File: src/bss_pkg.sv
// Constants, types and register map of the burner safety sequencer.
// Assumes a 10 MHz system clock; all sequence times are counted in whole seconds.
`default_nettype none

package bss_pkg;

  localparam int CLK_PERIOD_NS   = 100;
  localparam int SEC_NS          = 1_000_000_000;
  localparam int TICK_CYCLES     = SEC_NS / CLK_PERIOD_NS;
  localparam int DEBOUNCE_NS     = 20_000_000;
  localparam int DEBOUNCE_CYCLES = DEBOUNCE_NS / CLK_PERIOD_NS;

  localparam logic [11:0] PREPURGE_S   = 12'h00f;  // 15 s
  localparam logic [11:0] WARMUP_S     = 12'h014;  // 20 s
  localparam logic [11:0] TRIAL_S      = 12'h006;  // 6 s
  localparam logic [11:0] IGN_LAMP_S   = 12'h002;  // 2 s
  localparam logic [11:0] POSTPURGE_S  = 12'h01e;  // 30 s
  localparam logic [11:0] AFTERBURN_S  = 12'h002;  // 2 s
  localparam logic [11:0] AIR_WAIT_S   = 12'h12c;  // 5 min
  localparam logic [11:0] AIR_LOCK_S   = 12'h384;  // 15 min
  localparam logic [11:0] FLAME_LOCK_S = 12'he10;  // 1 h
  localparam logic [1:0]  MAX_TRIES    = 2'h3;

  localparam logic [7:0]  CTRL_OFS   = 8'h00;
  localparam logic [7:0]  STATUS_OFS = 8'h04;
  localparam logic [7:0]  TIMER_OFS  = 8'h08;
  localparam logic [31:0] CTRL_RESET = 32'h0000_0001;
  localparam int          CTRL_ENABLE_BIT = 0;
  localparam int          ST_STATE_LSB    = 0;
  localparam int          ST_TRIES_LSB    = 4;
  localparam int          ST_CAUSE_LSB    = 6;
  localparam int          ST_LAMPS_LSB    = 8;
  localparam int          ST_DRIVE_LSB    = 16;

  typedef enum logic [3:0] {
    ST_OFF        = 4'h0,
    ST_STANDBY    = 4'h1,
    ST_FAN_WAIT   = 4'h2,
    ST_PREPURGE   = 4'h3,
    ST_WARMUP     = 4'h4,
    ST_TRIAL      = 4'h5,
    ST_RUN        = 4'h6,
    ST_POSTPURGE  = 4'h7,
    ST_TRIP_HOLD  = 4'h8,
    ST_AIR_WAIT   = 4'h9,
    ST_LOCK_FLAME = 4'ha,
    ST_LOCK_AIR   = 4'hb
  } bss_state_t;

  typedef enum logic [1:0] {
    CAUSE_END   = 2'h0,
    CAUSE_FLAME = 2'h1,
    CAUSE_AIR   = 2'h2,
    CAUSE_LIMIT = 2'h3
  } bss_cause_t;

  // Switch inputs, all high when the contact is closed or the condition holds.
  typedef struct packed {
    logic service_on;
    logic flame;
    logic high_limit_ok;
    logic fan_temp_ok;
    logic air_proven;
    logic heat_demand;
  } bss_sw_t;

  typedef struct packed {
    logic circulator;
    logic draft_fan;
    logic igniter;
    logic gas_valve;
  } bss_drive_t;

  // Lamps A to E: power, purge, igniter, valve, flame.
  typedef struct packed {
    logic flame;
    logic valve;
    logic igniter;
    logic purge;
    logic power;
  } bss_lamp_t;

endpackage : bss_pkg

`default_nettype wire

File: src/bss_sequencer.sv
// Burner safety sequencer: light-off, trips, retries, lockouts and lamps, with a
// classic Wishbone slave for control and status.
// Assumes switch inputs arrive asynchronously from field contacts and the clock is 10 MHz.
`default_nettype none

// What this block does
// Demand drop: valve, circulator off, post purge
// Flame lamp lingers 2 s, fan runs
// Post purge end: fan off, standby
// Fan overtemperature: valve off, 30 s purge
// Fan trip: circulator on, reclose relights
// Flame loss: valve, lamps off, purge
// Three relight tries, then flame lockout blinking
// Flame lockout clears after one hour
// Airflow loss: valve, lamps off, purge
// Wait five minutes for airflow return
// Airflow lockout blinks purge, clears 15 min
// Casting switch cuts power externally
// High limit: valve off, 30 s purge
// Limit trip: circulator on, reclose relights
// Circulator follows demand during lockout
// Demand cycle or service cycle clears lockout
// Lamps A to E; A lit standby
// Fan, prove airflow, 15 s prepurge
// Igniter warm-up 20 s, lamp C
// 6 s trial, lamp C 2 s, prove flame
// Inputs synced, debounced; one-second tick
module bss_sequencer #(
  parameter int TICK_CYCLES     = bss_pkg::TICK_CYCLES,
  parameter int DEBOUNCE_CYCLES = bss_pkg::DEBOUNCE_CYCLES
) (
  input  wire logic                clk,
  input  wire logic                reset_n,
  input  wire bss_pkg::bss_sw_t    sw_in,
  output var  bss_pkg::bss_drive_t drive_out,
  output var  bss_pkg::bss_lamp_t  lamp_out,
  input  wire logic                wb_cyc_i,
  input  wire logic                wb_stb_i,
  input  wire logic                wb_we_i,
  input  wire logic [7:0]          wb_adr_i,
  input  wire logic [3:0]          wb_sel_i,
  input  wire logic [31:0]         wb_dat_i,
  output logic      [31:0]         wb_dat_o,
  output logic                     wb_ack_o
);

  localparam int NSW = $bits(bss_pkg::bss_sw_t);

  logic [NSW-1:0]      sw_sync1_reg;
  logic [NSW-1:0]      sw_sync2_reg;
  logic [NSW-1:0]      sw_clean_reg;
  bss_pkg::bss_sw_t    sw;
  logic [31:0]         tick_cnt_reg;
  logic                tick_reg;
  logic                blink_reg;
  bss_pkg::bss_state_t state_reg;
  bss_pkg::bss_state_t state_next;
  bss_pkg::bss_cause_t cause_reg;
  bss_pkg::bss_cause_t cause_next;
  logic [1:0]          tries_reg;
  logic [1:0]          tries_next;
  logic [11:0]         sec_reg;
  logic [31:0]         ctrl_reg;
  logic                demand;
  logic                trips_ok;
  bss_pkg::bss_drive_t drive_next;
  bss_pkg::bss_lamp_t  lamp_next;

  // A contact must hold a new level for the whole debounce time before it is
  // believed, so chatter on a failing switch cannot toggle the valve.
  genvar gi;
  generate
    for (gi = 0; gi < NSW; gi++) begin : g_sw
      logic [31:0] deb_cnt_reg;
      always_ff @(posedge clk or negedge reset_n) begin
        if (!reset_n) begin
          sw_sync1_reg[gi] <= 1'b0;
          sw_sync2_reg[gi] <= 1'b0;
        end else begin
          sw_sync1_reg[gi] <= sw_in[gi];
          sw_sync2_reg[gi] <= sw_sync1_reg[gi];
        end
      end
      always_ff @(posedge clk or negedge reset_n) begin
        if (!reset_n) begin
          deb_cnt_reg      <= 32'h0000_0000;
          sw_clean_reg[gi] <= 1'b0;
        end else if (sw_sync2_reg[gi] == sw_clean_reg[gi]) begin
          deb_cnt_reg <= 32'h0000_0000;
        end else if (deb_cnt_reg >= 32'(DEBOUNCE_CYCLES - 1)) begin
          deb_cnt_reg      <= 32'h0000_0000;
          sw_clean_reg[gi] <= sw_sync2_reg[gi];
        end else begin
          deb_cnt_reg <= deb_cnt_reg + 32'h0000_0001;
        end
      end
    end
  endgenerate

  assign sw       = sw_clean_reg;
  assign demand   = sw.heat_demand && ctrl_reg[bss_pkg::CTRL_ENABLE_BIT];
  assign trips_ok = sw.fan_temp_ok && sw.high_limit_ok;

  always_ff @(posedge clk or negedge reset_n) begin
    if (!reset_n) begin
      tick_cnt_reg <= 32'h0000_0000;
      tick_reg     <= 1'b0;
      blink_reg    <= 1'b0;
    end else if (tick_cnt_reg >= 32'(TICK_CYCLES - 1)) begin
      tick_cnt_reg <= 32'h0000_0000;
      tick_reg     <= 1'b1;
      blink_reg    <= ~blink_reg;
    end else begin
      tick_cnt_reg <= tick_cnt_reg + 32'h0000_0001;
      tick_reg     <= 1'b0;
    end
  end

  // Seconds spent in the present state; restarts on every state change.
  always_ff @(posedge clk or negedge reset_n) begin
    if (!reset_n) begin
      sec_reg <= 12'h000;
    end else if (state_next != state_reg) begin
      sec_reg <= 12'h000;
    end else if (tick_reg && sec_reg != 12'hfff) begin
      sec_reg <= sec_reg + 12'h001;
    end
  end

  always_comb begin
    state_next = state_reg;
    cause_next = cause_reg;
    tries_next = tries_reg;
    case (state_reg)
      bss_pkg::ST_OFF: begin
        state_next = bss_pkg::ST_STANDBY;
      end
      bss_pkg::ST_STANDBY: begin
        tries_next = 2'h0;
        if (demand) begin
          state_next = trips_ok ? bss_pkg::ST_FAN_WAIT : bss_pkg::ST_TRIP_HOLD;
        end
      end
      bss_pkg::ST_FAN_WAIT: begin
        if (sw.air_proven) begin
          state_next = bss_pkg::ST_PREPURGE;
        end
      end
      bss_pkg::ST_PREPURGE: begin
        if (sec_reg >= bss_pkg::PREPURGE_S) begin
          state_next = bss_pkg::ST_WARMUP;
        end
      end
      bss_pkg::ST_WARMUP: begin
        if (sec_reg >= bss_pkg::WARMUP_S) begin
          state_next = bss_pkg::ST_TRIAL;
        end
      end
      bss_pkg::ST_TRIAL: begin
        if (sec_reg >= bss_pkg::TRIAL_S) begin
          if (sw.flame) begin
            state_next = bss_pkg::ST_RUN;
          end else begin
            state_next = bss_pkg::ST_POSTPURGE;
            cause_next = bss_pkg::CAUSE_FLAME;
          end
        end
      end
      bss_pkg::ST_RUN: begin
        if (!sw.flame) begin
          state_next = bss_pkg::ST_POSTPURGE;
          cause_next = bss_pkg::CAUSE_FLAME;
        end
      end
      bss_pkg::ST_POSTPURGE: begin
        if (sec_reg >= bss_pkg::POSTPURGE_S) begin
          if (!demand || cause_reg == bss_pkg::CAUSE_END) begin
            state_next = bss_pkg::ST_STANDBY;
          end else begin
            case (cause_reg)
              bss_pkg::CAUSE_FLAME: begin
                if (tries_reg >= bss_pkg::MAX_TRIES) begin
                  state_next = bss_pkg::ST_LOCK_FLAME;
                end else begin
                  tries_next = tries_reg + 2'h1;
                  state_next = bss_pkg::ST_FAN_WAIT;
                end
              end
              bss_pkg::CAUSE_AIR:   state_next = bss_pkg::ST_AIR_WAIT;
              default:              state_next = bss_pkg::ST_TRIP_HOLD;
            endcase
          end
        end
      end
      bss_pkg::ST_TRIP_HOLD: begin
        if (!demand) begin
          state_next = bss_pkg::ST_STANDBY;
        end else if (trips_ok) begin
          state_next = bss_pkg::ST_FAN_WAIT;
        end
      end
      bss_pkg::ST_AIR_WAIT: begin
        if (!demand) begin
          state_next = bss_pkg::ST_STANDBY;
        end else if (sw.air_proven) begin
          state_next = bss_pkg::ST_PREPURGE;
        end else if (sec_reg >= bss_pkg::AIR_WAIT_S) begin
          state_next = bss_pkg::ST_LOCK_AIR;
        end
      end
      bss_pkg::ST_LOCK_FLAME: begin
        if (!demand || sec_reg >= bss_pkg::FLAME_LOCK_S) begin
          state_next = bss_pkg::ST_STANDBY;
        end
      end
      bss_pkg::ST_LOCK_AIR: begin
        if (!demand || sec_reg >= bss_pkg::AIR_LOCK_S) begin
          state_next = bss_pkg::ST_STANDBY;
        end
      end
      default: begin
        state_next = bss_pkg::ST_OFF;
      end
    endcase
    // Safety trips override whatever the firing sequence asked for above.
    if (state_reg inside {bss_pkg::ST_FAN_WAIT, bss_pkg::ST_PREPURGE, bss_pkg::ST_WARMUP,
                          bss_pkg::ST_TRIAL, bss_pkg::ST_RUN}) begin
      if (!demand) begin
        state_next = bss_pkg::ST_POSTPURGE;
        cause_next = bss_pkg::CAUSE_END;
      end else if (!trips_ok) begin
        state_next = bss_pkg::ST_POSTPURGE;
        cause_next = bss_pkg::CAUSE_LIMIT;
      end else if (!sw.air_proven && state_reg != bss_pkg::ST_FAN_WAIT) begin
        state_next = bss_pkg::ST_POSTPURGE;
        cause_next = bss_pkg::CAUSE_AIR;
      end
    end
    // Service switch off drops everything; turning it back on restarts clean.
    if (!sw.service_on) begin
      state_next = bss_pkg::ST_OFF;
    end
  end

  always_ff @(posedge clk or negedge reset_n) begin
    if (!reset_n) begin
      state_reg <= bss_pkg::ST_OFF;
      cause_reg <= bss_pkg::CAUSE_END;
      tries_reg <= 2'h0;
    end else begin
      state_reg <= state_next;
      cause_reg <= cause_next;
      tries_reg <= tries_next;
    end
  end

  always_comb begin
    drive_next = '0;
    lamp_next  = '0;
    lamp_next.power = (state_reg != bss_pkg::ST_OFF);
    drive_next.circulator = demand && state_reg != bss_pkg::ST_OFF;
    case (state_reg)
      bss_pkg::ST_FAN_WAIT, bss_pkg::ST_AIR_WAIT: begin
        drive_next.draft_fan = 1'b1;
      end
      bss_pkg::ST_PREPURGE: begin
        drive_next.draft_fan = 1'b1;
        lamp_next.purge      = 1'b1;
      end
      bss_pkg::ST_WARMUP: begin
        drive_next.draft_fan = 1'b1;
        drive_next.igniter   = 1'b1;
        lamp_next.igniter    = 1'b1;
      end
      bss_pkg::ST_TRIAL: begin
        drive_next.draft_fan = 1'b1;
        drive_next.gas_valve = 1'b1;
        drive_next.igniter   = (sec_reg < bss_pkg::IGN_LAMP_S);
        lamp_next.igniter    = (sec_reg < bss_pkg::IGN_LAMP_S);
        lamp_next.valve      = 1'b1;
        lamp_next.flame      = sw.flame;
      end
      bss_pkg::ST_RUN: begin
        drive_next.draft_fan = 1'b1;
        drive_next.gas_valve = 1'b1;
        lamp_next.valve      = 1'b1;
        lamp_next.flame      = 1'b1;
      end
      bss_pkg::ST_POSTPURGE: begin
        drive_next.draft_fan = 1'b1;
        lamp_next.purge      = 1'b1;
        // Only a flame that was actually lit lingers; a purge that follows an
        // aborted light-off must not show a burning flame.
        lamp_next.flame      = lamp_out.flame && (cause_reg == bss_pkg::CAUSE_END) &&
                               (sec_reg < bss_pkg::AFTERBURN_S);
      end
      bss_pkg::ST_LOCK_FLAME: begin
        lamp_next.valve = blink_reg;
      end
      bss_pkg::ST_LOCK_AIR: begin
        lamp_next.purge = blink_reg;
      end
      default: begin
        lamp_next.flame = 1'b0;
      end
    endcase
  end

  always_ff @(posedge clk or negedge reset_n) begin
    if (!reset_n) begin
      drive_out <= '0;
      lamp_out  <= '0;
    end else begin
      drive_out <= drive_next;
      lamp_out  <= lamp_next;
    end
  end

  // Wishbone: ack follows one cycle after the strobe; a write lands at the ack edge.
  always_ff @(posedge clk or negedge reset_n) begin
    if (!reset_n) begin
      wb_ack_o <= 1'b0;
    end else begin
      wb_ack_o <= wb_cyc_i && wb_stb_i && !wb_ack_o;
    end
  end

  always_ff @(posedge clk or negedge reset_n) begin
    if (!reset_n) begin
      ctrl_reg <= bss_pkg::CTRL_RESET;
    end else if (wb_cyc_i && wb_stb_i && wb_we_i && wb_ack_o &&
                 wb_adr_i == bss_pkg::CTRL_OFS && wb_sel_i[0]) begin
      ctrl_reg <= {31'h0000_0000, wb_dat_i[bss_pkg::CTRL_ENABLE_BIT]};
    end
  end

  always_ff @(posedge clk or negedge reset_n) begin
    if (!reset_n) begin
      wb_dat_o <= 32'h0000_0000;
    end else if (wb_cyc_i && wb_stb_i && !wb_ack_o) begin
      case (wb_adr_i)
        bss_pkg::CTRL_OFS:   wb_dat_o <= ctrl_reg;
        bss_pkg::STATUS_OFS: wb_dat_o <= {12'h000, drive_out, 3'h0, lamp_out,
                                          cause_reg, tries_reg, state_reg};
        bss_pkg::TIMER_OFS:  wb_dat_o <= {20'h0_0000, sec_reg};
        default:             wb_dat_o <= 32'h0000_0000;
      endcase
    end
  end

endmodule : bss_sequencer

`default_nettype wire

File: config.mk
export PLATFORM = sky130hd
export DESIGN_NAME = bss_sequencer
export DESIGN_NICKNAME = d
export VERILOG_FILES = /design/src/bss_pkg.sv /design/src/bss_sequencer.sv
export SDC_FILE = /design/constraint.sdc
export NUM_CORES = 1
export LEC_CHECK = 0
export ABC_AREA = 0
export BUFFER_PORTS_ARGS = -buffer_cell sky130_fd_sc_hd__clkbuf_2
export CAP_MARGIN = 15
export CELL_PAD_IN_SITES_DETAIL_PLACEMENT = 1
export CELL_PAD_IN_SITES_GLOBAL_PLACEMENT = 2
export CORE_UTILIZATION = 43
export CTS_CLUSTER_SIZE = 14
export DETAILED_ROUTE_END_ITERATION = 12
export GPL_ROUTABILITY_DRIVEN = 0
export PLACE_DENSITY = 0.95
export SETUP_SLACK_MARGIN = 0.3
export SYNTH_ARGS = -nofsm -noshare
export SYNTH_HDL_FRONTEND = slang
export SYNTH_SLANG_ARGS = --single-unit
File: constraint.sdc
create_clock -name clk -period 5.2 [get_ports clk]
set_clock_uncertainty 0.1 [all_clocks]
set_input_delay 1.04 -clock clk [delete_from_list [all_inputs] [get_ports clk]]
set_output_delay 1.04 -clock clk [all_outputs]
set_load 0.01 [all_outputs]
After elaboration in Yosys (flattened, before gate mapping). Index checks and enable logic that the tools add are counted.

Equality and inequality tests: 28. Reduce and logical (&&, ||, !) cells: 36. Div/mod/pow operators: 0. Bitwise logic cells: 7. Mux-type cells: 60. Shift-type cells: 0. Add/subtract/negate cells: 9. Multipliers: 0. $lt $le $gt $ge: 16.

Operators with widths (number): 32-bit 2-to-1 mux (13); 32-bit by 1-bit adder with 32-bit output, second input constant (7); 32-bit by 18-bit >= comparator with 1-bit output, second input constant (6); 4-bit 2-to-1 mux (22); 20-bit case mux with 3 select lines (1); 4-bit case mux with 12 select lines (1); 32-bit by 24-bit >= comparator with 1-bit output, second input constant (1); 12-bit by 5-bit >= comparator with 1-bit output, second input constant (2); 12-bit 2-to-1 mux (2); 2-bit 2-to-1 mux (10); 4-bit by 3-bit equality test with 1-bit output, second input constant (4); 4-bit equality test, second input constant (4); 1-bit logical AND (13); 12-bit by 1-bit adder with 12-bit output, second input constant (1); 12-bit by 10-bit >= comparator with 1-bit output, second input constant (1); 12-bit >= comparator, second input constant (1); 12-bit by 3-bit >= comparator with 1-bit output, second input constant (1); 12-bit by 4-bit >= comparator with 1-bit output, second input constant (1); 12-bit by 9-bit >= comparator with 1-bit output, second input constant (1); 12-bit by 2-bit less-than comparator with 1-bit output, second input constant (1); 12-bit inequality test, second input constant (1); 2-bit AND reduction (6); 4-bit by 2-bit equality test with 1-bit output, second input constant (2); 8-bit by 3-bit equality test with 1-bit output, second input constant (1); 28 further kinds (53).

Logic and storage cells: 198. Bits in latches: 0. ROM bits: 0. Register bits after elaboration: 306. Bits of input ports: 55. Output and inout bits: 42. RAM bits: 0. Memories: 0.

Logic depth before layout (Yosys ltp).
Word-level depth: 13. Mapped depth: 10. Depth with buffers taken out: 9.

Worst setup path after synthesis. OpenSTA, ideal clock, no wires.

Path type: register -> register. Start: register ctrl_reg[0]. End: register sec_reg[2]. Arrival: 2.552 ns. Setup time: 0.083 ns. Path buffers: 1. Clock period less this slack: 2.735 ns. Required time: 5.017 ns. Cell stages (with the launch flop): 9. Path slack: 2.465 ns. Cells stage by stage: dfstp_2 -> buf_2 -> nand2_1 -> a221oi_1 -> o221ai_2 -> or4b_4 -> nor3b_4 -> or4_4 -> nor3_2.

Cells in the longest elaborated chain, start to end: 13. Elaborated cells between the ends (all ways): 21. Classes of those cells: eq/ne: 1; mux: 14; reduce/logical: 6.

Ends and longest elaborated chain: start, declared (line bss_sequencer.sv:63) `logic [31:0] ctrl_reg;`; start signal, assigned (line bss_sequencer.sv:330) `ctrl_reg <= bss_pkg::CTRL_RESET;`; start signal, assigned (line bss_sequencer.sv:333) `ctrl_reg <= {31'h0000_0000, wb_dat_i[bss_pkg::CTRL_ENABLE_BIT]};`; 1-bit logical AND * (line bss_sequencer.sv:101) `assign demand = sw.heat_demand && ctrl_reg[bss_pkg::CTRL_ENABLE_BIT];`; 1-bit logical NOT; 1-bit logical OR (line bss_sequencer.sv:177) `if (!demand || cause_reg == bss_pkg::CAUSE_END) begin`; 4-bit 2-to-1 mux (line bss_sequencer.sv:177); 4-bit 2-to-1 mux (line bss_sequencer.sv:176) `if (sec_reg >= bss_pkg::POSTPURGE_S) begin`; 4-bit case mux with 12 select lines (line bss_sequencer.sv:134) `case (state_reg)`; 4-bit 2-to-1 mux (line bss_sequencer.sv:234) `end else if (!sw.air_proven && state_reg != bss_pkg::ST_FAN_WAIT) begin`; 4-bit 2-to-1 mux (line bss_sequencer.sv:231) `end else if (!trips_ok) begin`; 4-bit 2-to-1 mux (line bss_sequencer.sv:228) `if (!demand) begin`; 4-bit 2-to-1 mux * (line bss_sequencer.sv:226) `if (state_reg inside {bss_pkg::ST_FAN_WAIT, bss_pkg::ST_PREPURGE, bss_pkg::ST_WARMUP,`; 4-bit 2-to-1 mux * (line bss_sequencer.sv:240) `if (!sw.service_on) begin`; 4-bit inequality test * (line bss_sequencer.sv:123) `end else if (state_next != state_reg) begin`; 12-bit 2-to-1 mux / 2-bit nonzero test (equally long branches); end signal, assigned (line bss_sequencer.sv:126) `sec_reg <= sec_reg + 12'h001;`; end, declared (line bss_sequencer.sv:62) `logic [11:0] sec_reg;`.

Every way passes the cells marked *; elsewhere a longest branch is shown, timed or not. A chain may end at the register's enable or synchronous reset.

Worst setup path after layout.
Start: register state_reg[2]. End: register sec_reg[11].

Cells in the longest elaborated chain, start to end: 11. Elaborated cells between the ends (all ways): 38. Classes of those cells: eq/ne: 13; mux: 21; reduce/logical: 4.

Ends and longest elaborated chain: start, declared (line bss_sequencer.sv:56) `bss_pkg::bss_state_t state_reg;`; start signal, assigned (line bss_sequencer.sv:247) `state_reg <= bss_pkg::ST_OFF;`; start signal, assigned (line bss_sequencer.sv:251) `state_reg <= state_next;`; 4-bit 2-to-1 mux (line bss_sequencer.sv:207) `end else if (sec_reg >= bss_pkg::AIR_WAIT_S) begin`; 4-bit 2-to-1 mux (line bss_sequencer.sv:205) `end else if (sw.air_proven) begin`; 4-bit 2-to-1 mux (line bss_sequencer.sv:203) `if (!demand) begin`; 4-bit case mux with 12 select lines (line bss_sequencer.sv:134); 4-bit 2-to-1 mux (line bss_sequencer.sv:234); 4-bit 2-to-1 mux (line bss_sequencer.sv:231); 4-bit 2-to-1 mux (line bss_sequencer.sv:228); 4-bit 2-to-1 mux (line bss_sequencer.sv:226); 4-bit 2-to-1 mux (line bss_sequencer.sv:240); 4-bit inequality test * (line bss_sequencer.sv:123); 12-bit 2-to-1 mux / 2-bit nonzero test (equally long branches).

Marked as above.

==> results.txt <==
The flow ran to the end, and the final reports show no timing, DRC or antenna violations. The register with the most flip-flops in the layout has roughly 190 of them. The HPWL after detailed placement came out at about 18000 µm. The commonest cells after synthesis are sky130_fd_sc_hd__dfrtp_1, sky130_fd_sc_hd__nor2_1, sky130_fd_sc_hd__nand2_1. In this run the cell area of the synthesized design comes to around 12000 µm². The first global-routing pass estimated around 45000 µm of wire.

sky130_fd_sc_hd__dfrtp_1 takes more of the synthesized area than any other cell. In the finished design, the share of the clock period the worst path needs comes to 0.672. The maximum count of clock buffers along a single path is 3. The tightest min-delay check is of the flip-flop to flip-flop type.

Counting the buffers created by CTS gives 31. Entering global routing, the biggest net connects between 100 and 150 pins. The horizontal extent of the die came out at roughly 170 µm. The post-synthesis average cell area is between 10 and 15 µm². The most common cell in the synthesized netlist is sky130_fd_sc_hd__dfrtp_1. The number of core rows came out at just over 60. Setup repair after global routing left no endpoint under its margin. The layout has between 3000 and 4000 filler cells.

The final count of pins violating max slew came out at 0. The worst-case vdd ir drop is 232 µV. Wires add up to 26400 µm. The share of flip-flops with an asynchronous set or reset came out at 1.00. The cell at the root of the clock tree is sky130_fd_sc_hd__clkbuf_16. Counting flops and latches in the post-synthesis netlist gives ~290. The area of the core came out at between 20000 and 30000 µm². Of all nets on the critical path, the largest fanout is 23.

The count of input and output buffers came out at 47. The count of final hold-check violations is 0. In this run, the number of DRC markers left after iteration 0 of detailed routing was ~460. In the routed layout, each cell is associated on average with a via count of 5.15. The count of TritonRoute iterations in the first routing pass came out at 4.

The number of diodes came out at 0. The timing-limited maximum frequency is 286 MHz. Once the clock tree was built, the setup fixing pass inserted 0 buffers. The vertical die dimension came out at ~170 µm. Detailed routing inserted a total of just under 9000 vias. Across the run, the number of max-cap violations was 0. In the routed design, unresolved DRC markers number 0. The via count of the first global-routing pass was 9362. Yosys mapped a number of flops with a built-in enable equal to 0. The areal power density over the cells came out at 363 nW/µm². The remaining antenna violation count after routing is 0. After synthesis, the cell types taking the most area are sky130_fd_sc_hd__dfrtp_1, sky130_fd_sc_hd__nor2_1, sky130_fd_sc_hd__xor2_1. The remaining global-route overflow is 0. The final routed wire length divided by cell count is approximately 16 µm. The final instance count without filler cells is roughly 1700. The area of the die is around 30000 µm². The area fraction of the dominant cell type after synthesis came out at 0.584. The analysis attributes to cell leakage a power of approximately 6.3 nW.

The number of H-tree levels came out at 1. At the end of the flow, the number of nets in the layout was 1362. The total negative setup slack came out at 0 ns. The required time at the worst-slack endpoint is ~5.5 ns. The later-pin clock latency in the skew report came out at around 0.55 ns. The clock-pin slew on the worst setup and hold paths is around 0.06 ns. The proportion of layout cells with a drive suffix above 1 came out at 0.101. The number of top-level design ports is slightly below 100. The arrival time reported for the critical path endpoint came out at roughly 3.8 ns.

The actual transition at the worst max-transition pin came out at 0.744 ns. Headroom to the max-slew limit came out at 0.504. The post-synthesis to final-layout area growth is 16.1%.

The sequential fraction of the synthesis area is 0.586. The most common flop cell mapped by yosys is sky130_fd_sc_hd__dfrtp_1. The worst setup margin is about 1.7 ns.

The combined global-route utilization of all metal layers is 0.186. The total setup violations reported at the end of the flow came out at 0. The final hold slack came out at 0.246 ns. The worst setup path is launched from a flip-flop. The count of distinct cell types in the synthesized netlist came out at between 60 and 70.

The final period demand of the worst path came out at between 3 and 4 ns. The class of the most critical setup path is flip-flop to flip-flop. In this run, post-CTS hold repair placed 0 buffers. The number of sinks handled by clock tree synthesis came out at 291. The setup slack at placement is 1.87 ns. The effective utilization at floorplan is 0.442. During synthesis, Yosys emitted a total of 0 warnings.

TritonCTS built the clock tree. Counting tap cells, the placed design contains a total of between 1500 and 2000 instances. The number of antenna violations at the first check in global routing came out at 0.

The worst setup path is captured at a flip-flop. Synthesis produced approximately 1200 cells. The number of instances resized during post-cts repair is 0.
==> worst max-delay path, cell delays in order (launching register included) <==
cell and delay, ns:
sky130_fd_sc_hd__dfrtp_1 0.65, sky130_fd_sc_hd__nor2_1 0.40, sky130_fd_sc_hd__a21oi_1 0.17, sky130_fd_sc_hd__o211ai_1 0.45, sky130_fd_sc_hd__or4b_4 0.54, sky130_fd_sc_hd__a21oi_1 0.19
sky130_fd_sc_hd__a221o_1 0.66, sky130_fd_sc_hd__nor3_1 0.18
==> placed cells by master, fill, tap and decap left out, types with 3 or more instances in the layout <==
master                      count
sky130_fd_sc_hd__xnor2_1       59
sky130_fd_sc_hd__mux2_2         7
sky130_fd_sc_hd__a22oi_1       11
sky130_fd_sc_hd__conb_1       107
sky130_fd_sc_hd__buf_4          5
sky130_fd_sc_hd__nand3b_1       3
sky130_fd_sc_hd__nand2_1      100
sky130_fd_sc_hd__and2_1         6
sky130_fd_sc_hd__a2111o_1       4
sky130_fd_sc_hd__clkbuf_16     31
sky130_fd_sc_hd__o21ai_0       39
sky130_fd_sc_hd__clkinv_2       4
sky130_fd_sc_hd__a21oi_1       17
sky130_fd_sc_hd__nor4_1        34
sky130_fd_sc_hd__ha_1          13
sky130_fd_sc_hd__clkbuf_2      46
sky130_fd_sc_hd__or3_1         11
sky130_fd_sc_hd__nor3b_1        3
sky130_fd_sc_hd__a211oi_1       4
sky130_fd_sc_hd__and3_1        32
sky130_fd_sc_hd__nor2b_1        5
sky130_fd_sc_hd__nand3_1       58
sky130_fd_sc_hd__o211ai_1       3
sky130_fd_sc_hd__nand4_1       20
sky130_fd_sc_hd__bufinv_16      5
sky130_fd_sc_hd__inv_1         14
sky130_fd_sc_hd__or4_1          4
sky130_fd_sc_hd__nor3_2        11
sky130_fd_sc_hd__and4_1        14
sky130_fd_sc_hd__dfrtp_1      290
sky130_fd_sc_hd__a211o_1        3
sky130_fd_sc_hd__nor2_1       184
sky130_fd_sc_hd__nor3_1        18
sky130_fd_sc_hd__nand2b_1      10
sky130_fd_sc_hd__clkbuf_8      10
sky130_fd_sc_hd__xor2_1        68
sky130_fd_sc_hd__a31oi_1       15
==> layer usage <==
layer	global-route usage	wire [µm]	up-vias
met4	0.0492	533	0
met1	0.238	11600	4377
met5	0	0	-
met3	0.0275	1190	41
li1	-	-	4144
met2	0.330	13100	153
==> cell families after synthesis <==
kind of cell               count (synthesis)  share of synthesized area
and+or+nand+nor                          528                      0.214
DFF                                      291                      0.586
xor gates and xnor gates                 127                     0.0895
AOI/OAI and AO/OA                        118                     0.0624
buffers and inverters                     65                     0.0265
adders and majority gates                 13                     0.0131
muxes                                      9                    0.00796
other                                      1                   0.000302
==> metrics by stage <==
stage          power, mW  cell area [µm²]   util
6_report            5.23            14400  0.514
5_1_grt             5.45            14400  0.514
4_1_cts             5.30            14400  0.513
3_5_place_dp        2.94            13300  0.474
3_3_place_gp        2.93            13300  0.474
2_1_floorplan       2.78            12800      -
==> power breakdown <==
part | switching [mW] | total (mW) | internal [mW]
Sequential | 0.115 | 2.46 | 2.35
Combinational | 0.298 | 0.451 | 0.153
Clock | 0.853 | 2.32 | 1.47
==> worst paths after layout <==
path                       cells past startpoint             from                      end  slack [ns]
setup / recovery                               7     state_reg[2]              sec_reg[11]        1.71
hold / removal                                 0  sw_sync1_reg[0]          sw_sync2_reg[0]        0.25
setup reg to reg                               7     state_reg[2]              sec_reg[11]        1.71
hold reg to reg                                0  sw_sync1_reg[0]          sw_sync2_reg[0]        0.25
max in group asynchronous                      2          reset_n          sw_sync1_reg[5]        3.44
min in group asynchronous                      1          reset_n  g_sw[4].deb_cnt_reg[15]        0.41
==> layout make-up <==
cell class | count | area (µm²) | area share
clock buffers | 43 | 921 | 0.0638
clock inverters | 10 | 178 | 0.0123
inverters | 14 | 52.6 | 0.00364
multi-input cells | 902 | 5210 | 0.361
flip-flops and latches | 291 | 7280 | 0.505
well taps | 378 | 473 | 0.0328
repair buffers | 54 | 308 | 0.0213
(Power assumes the default switching activity.)
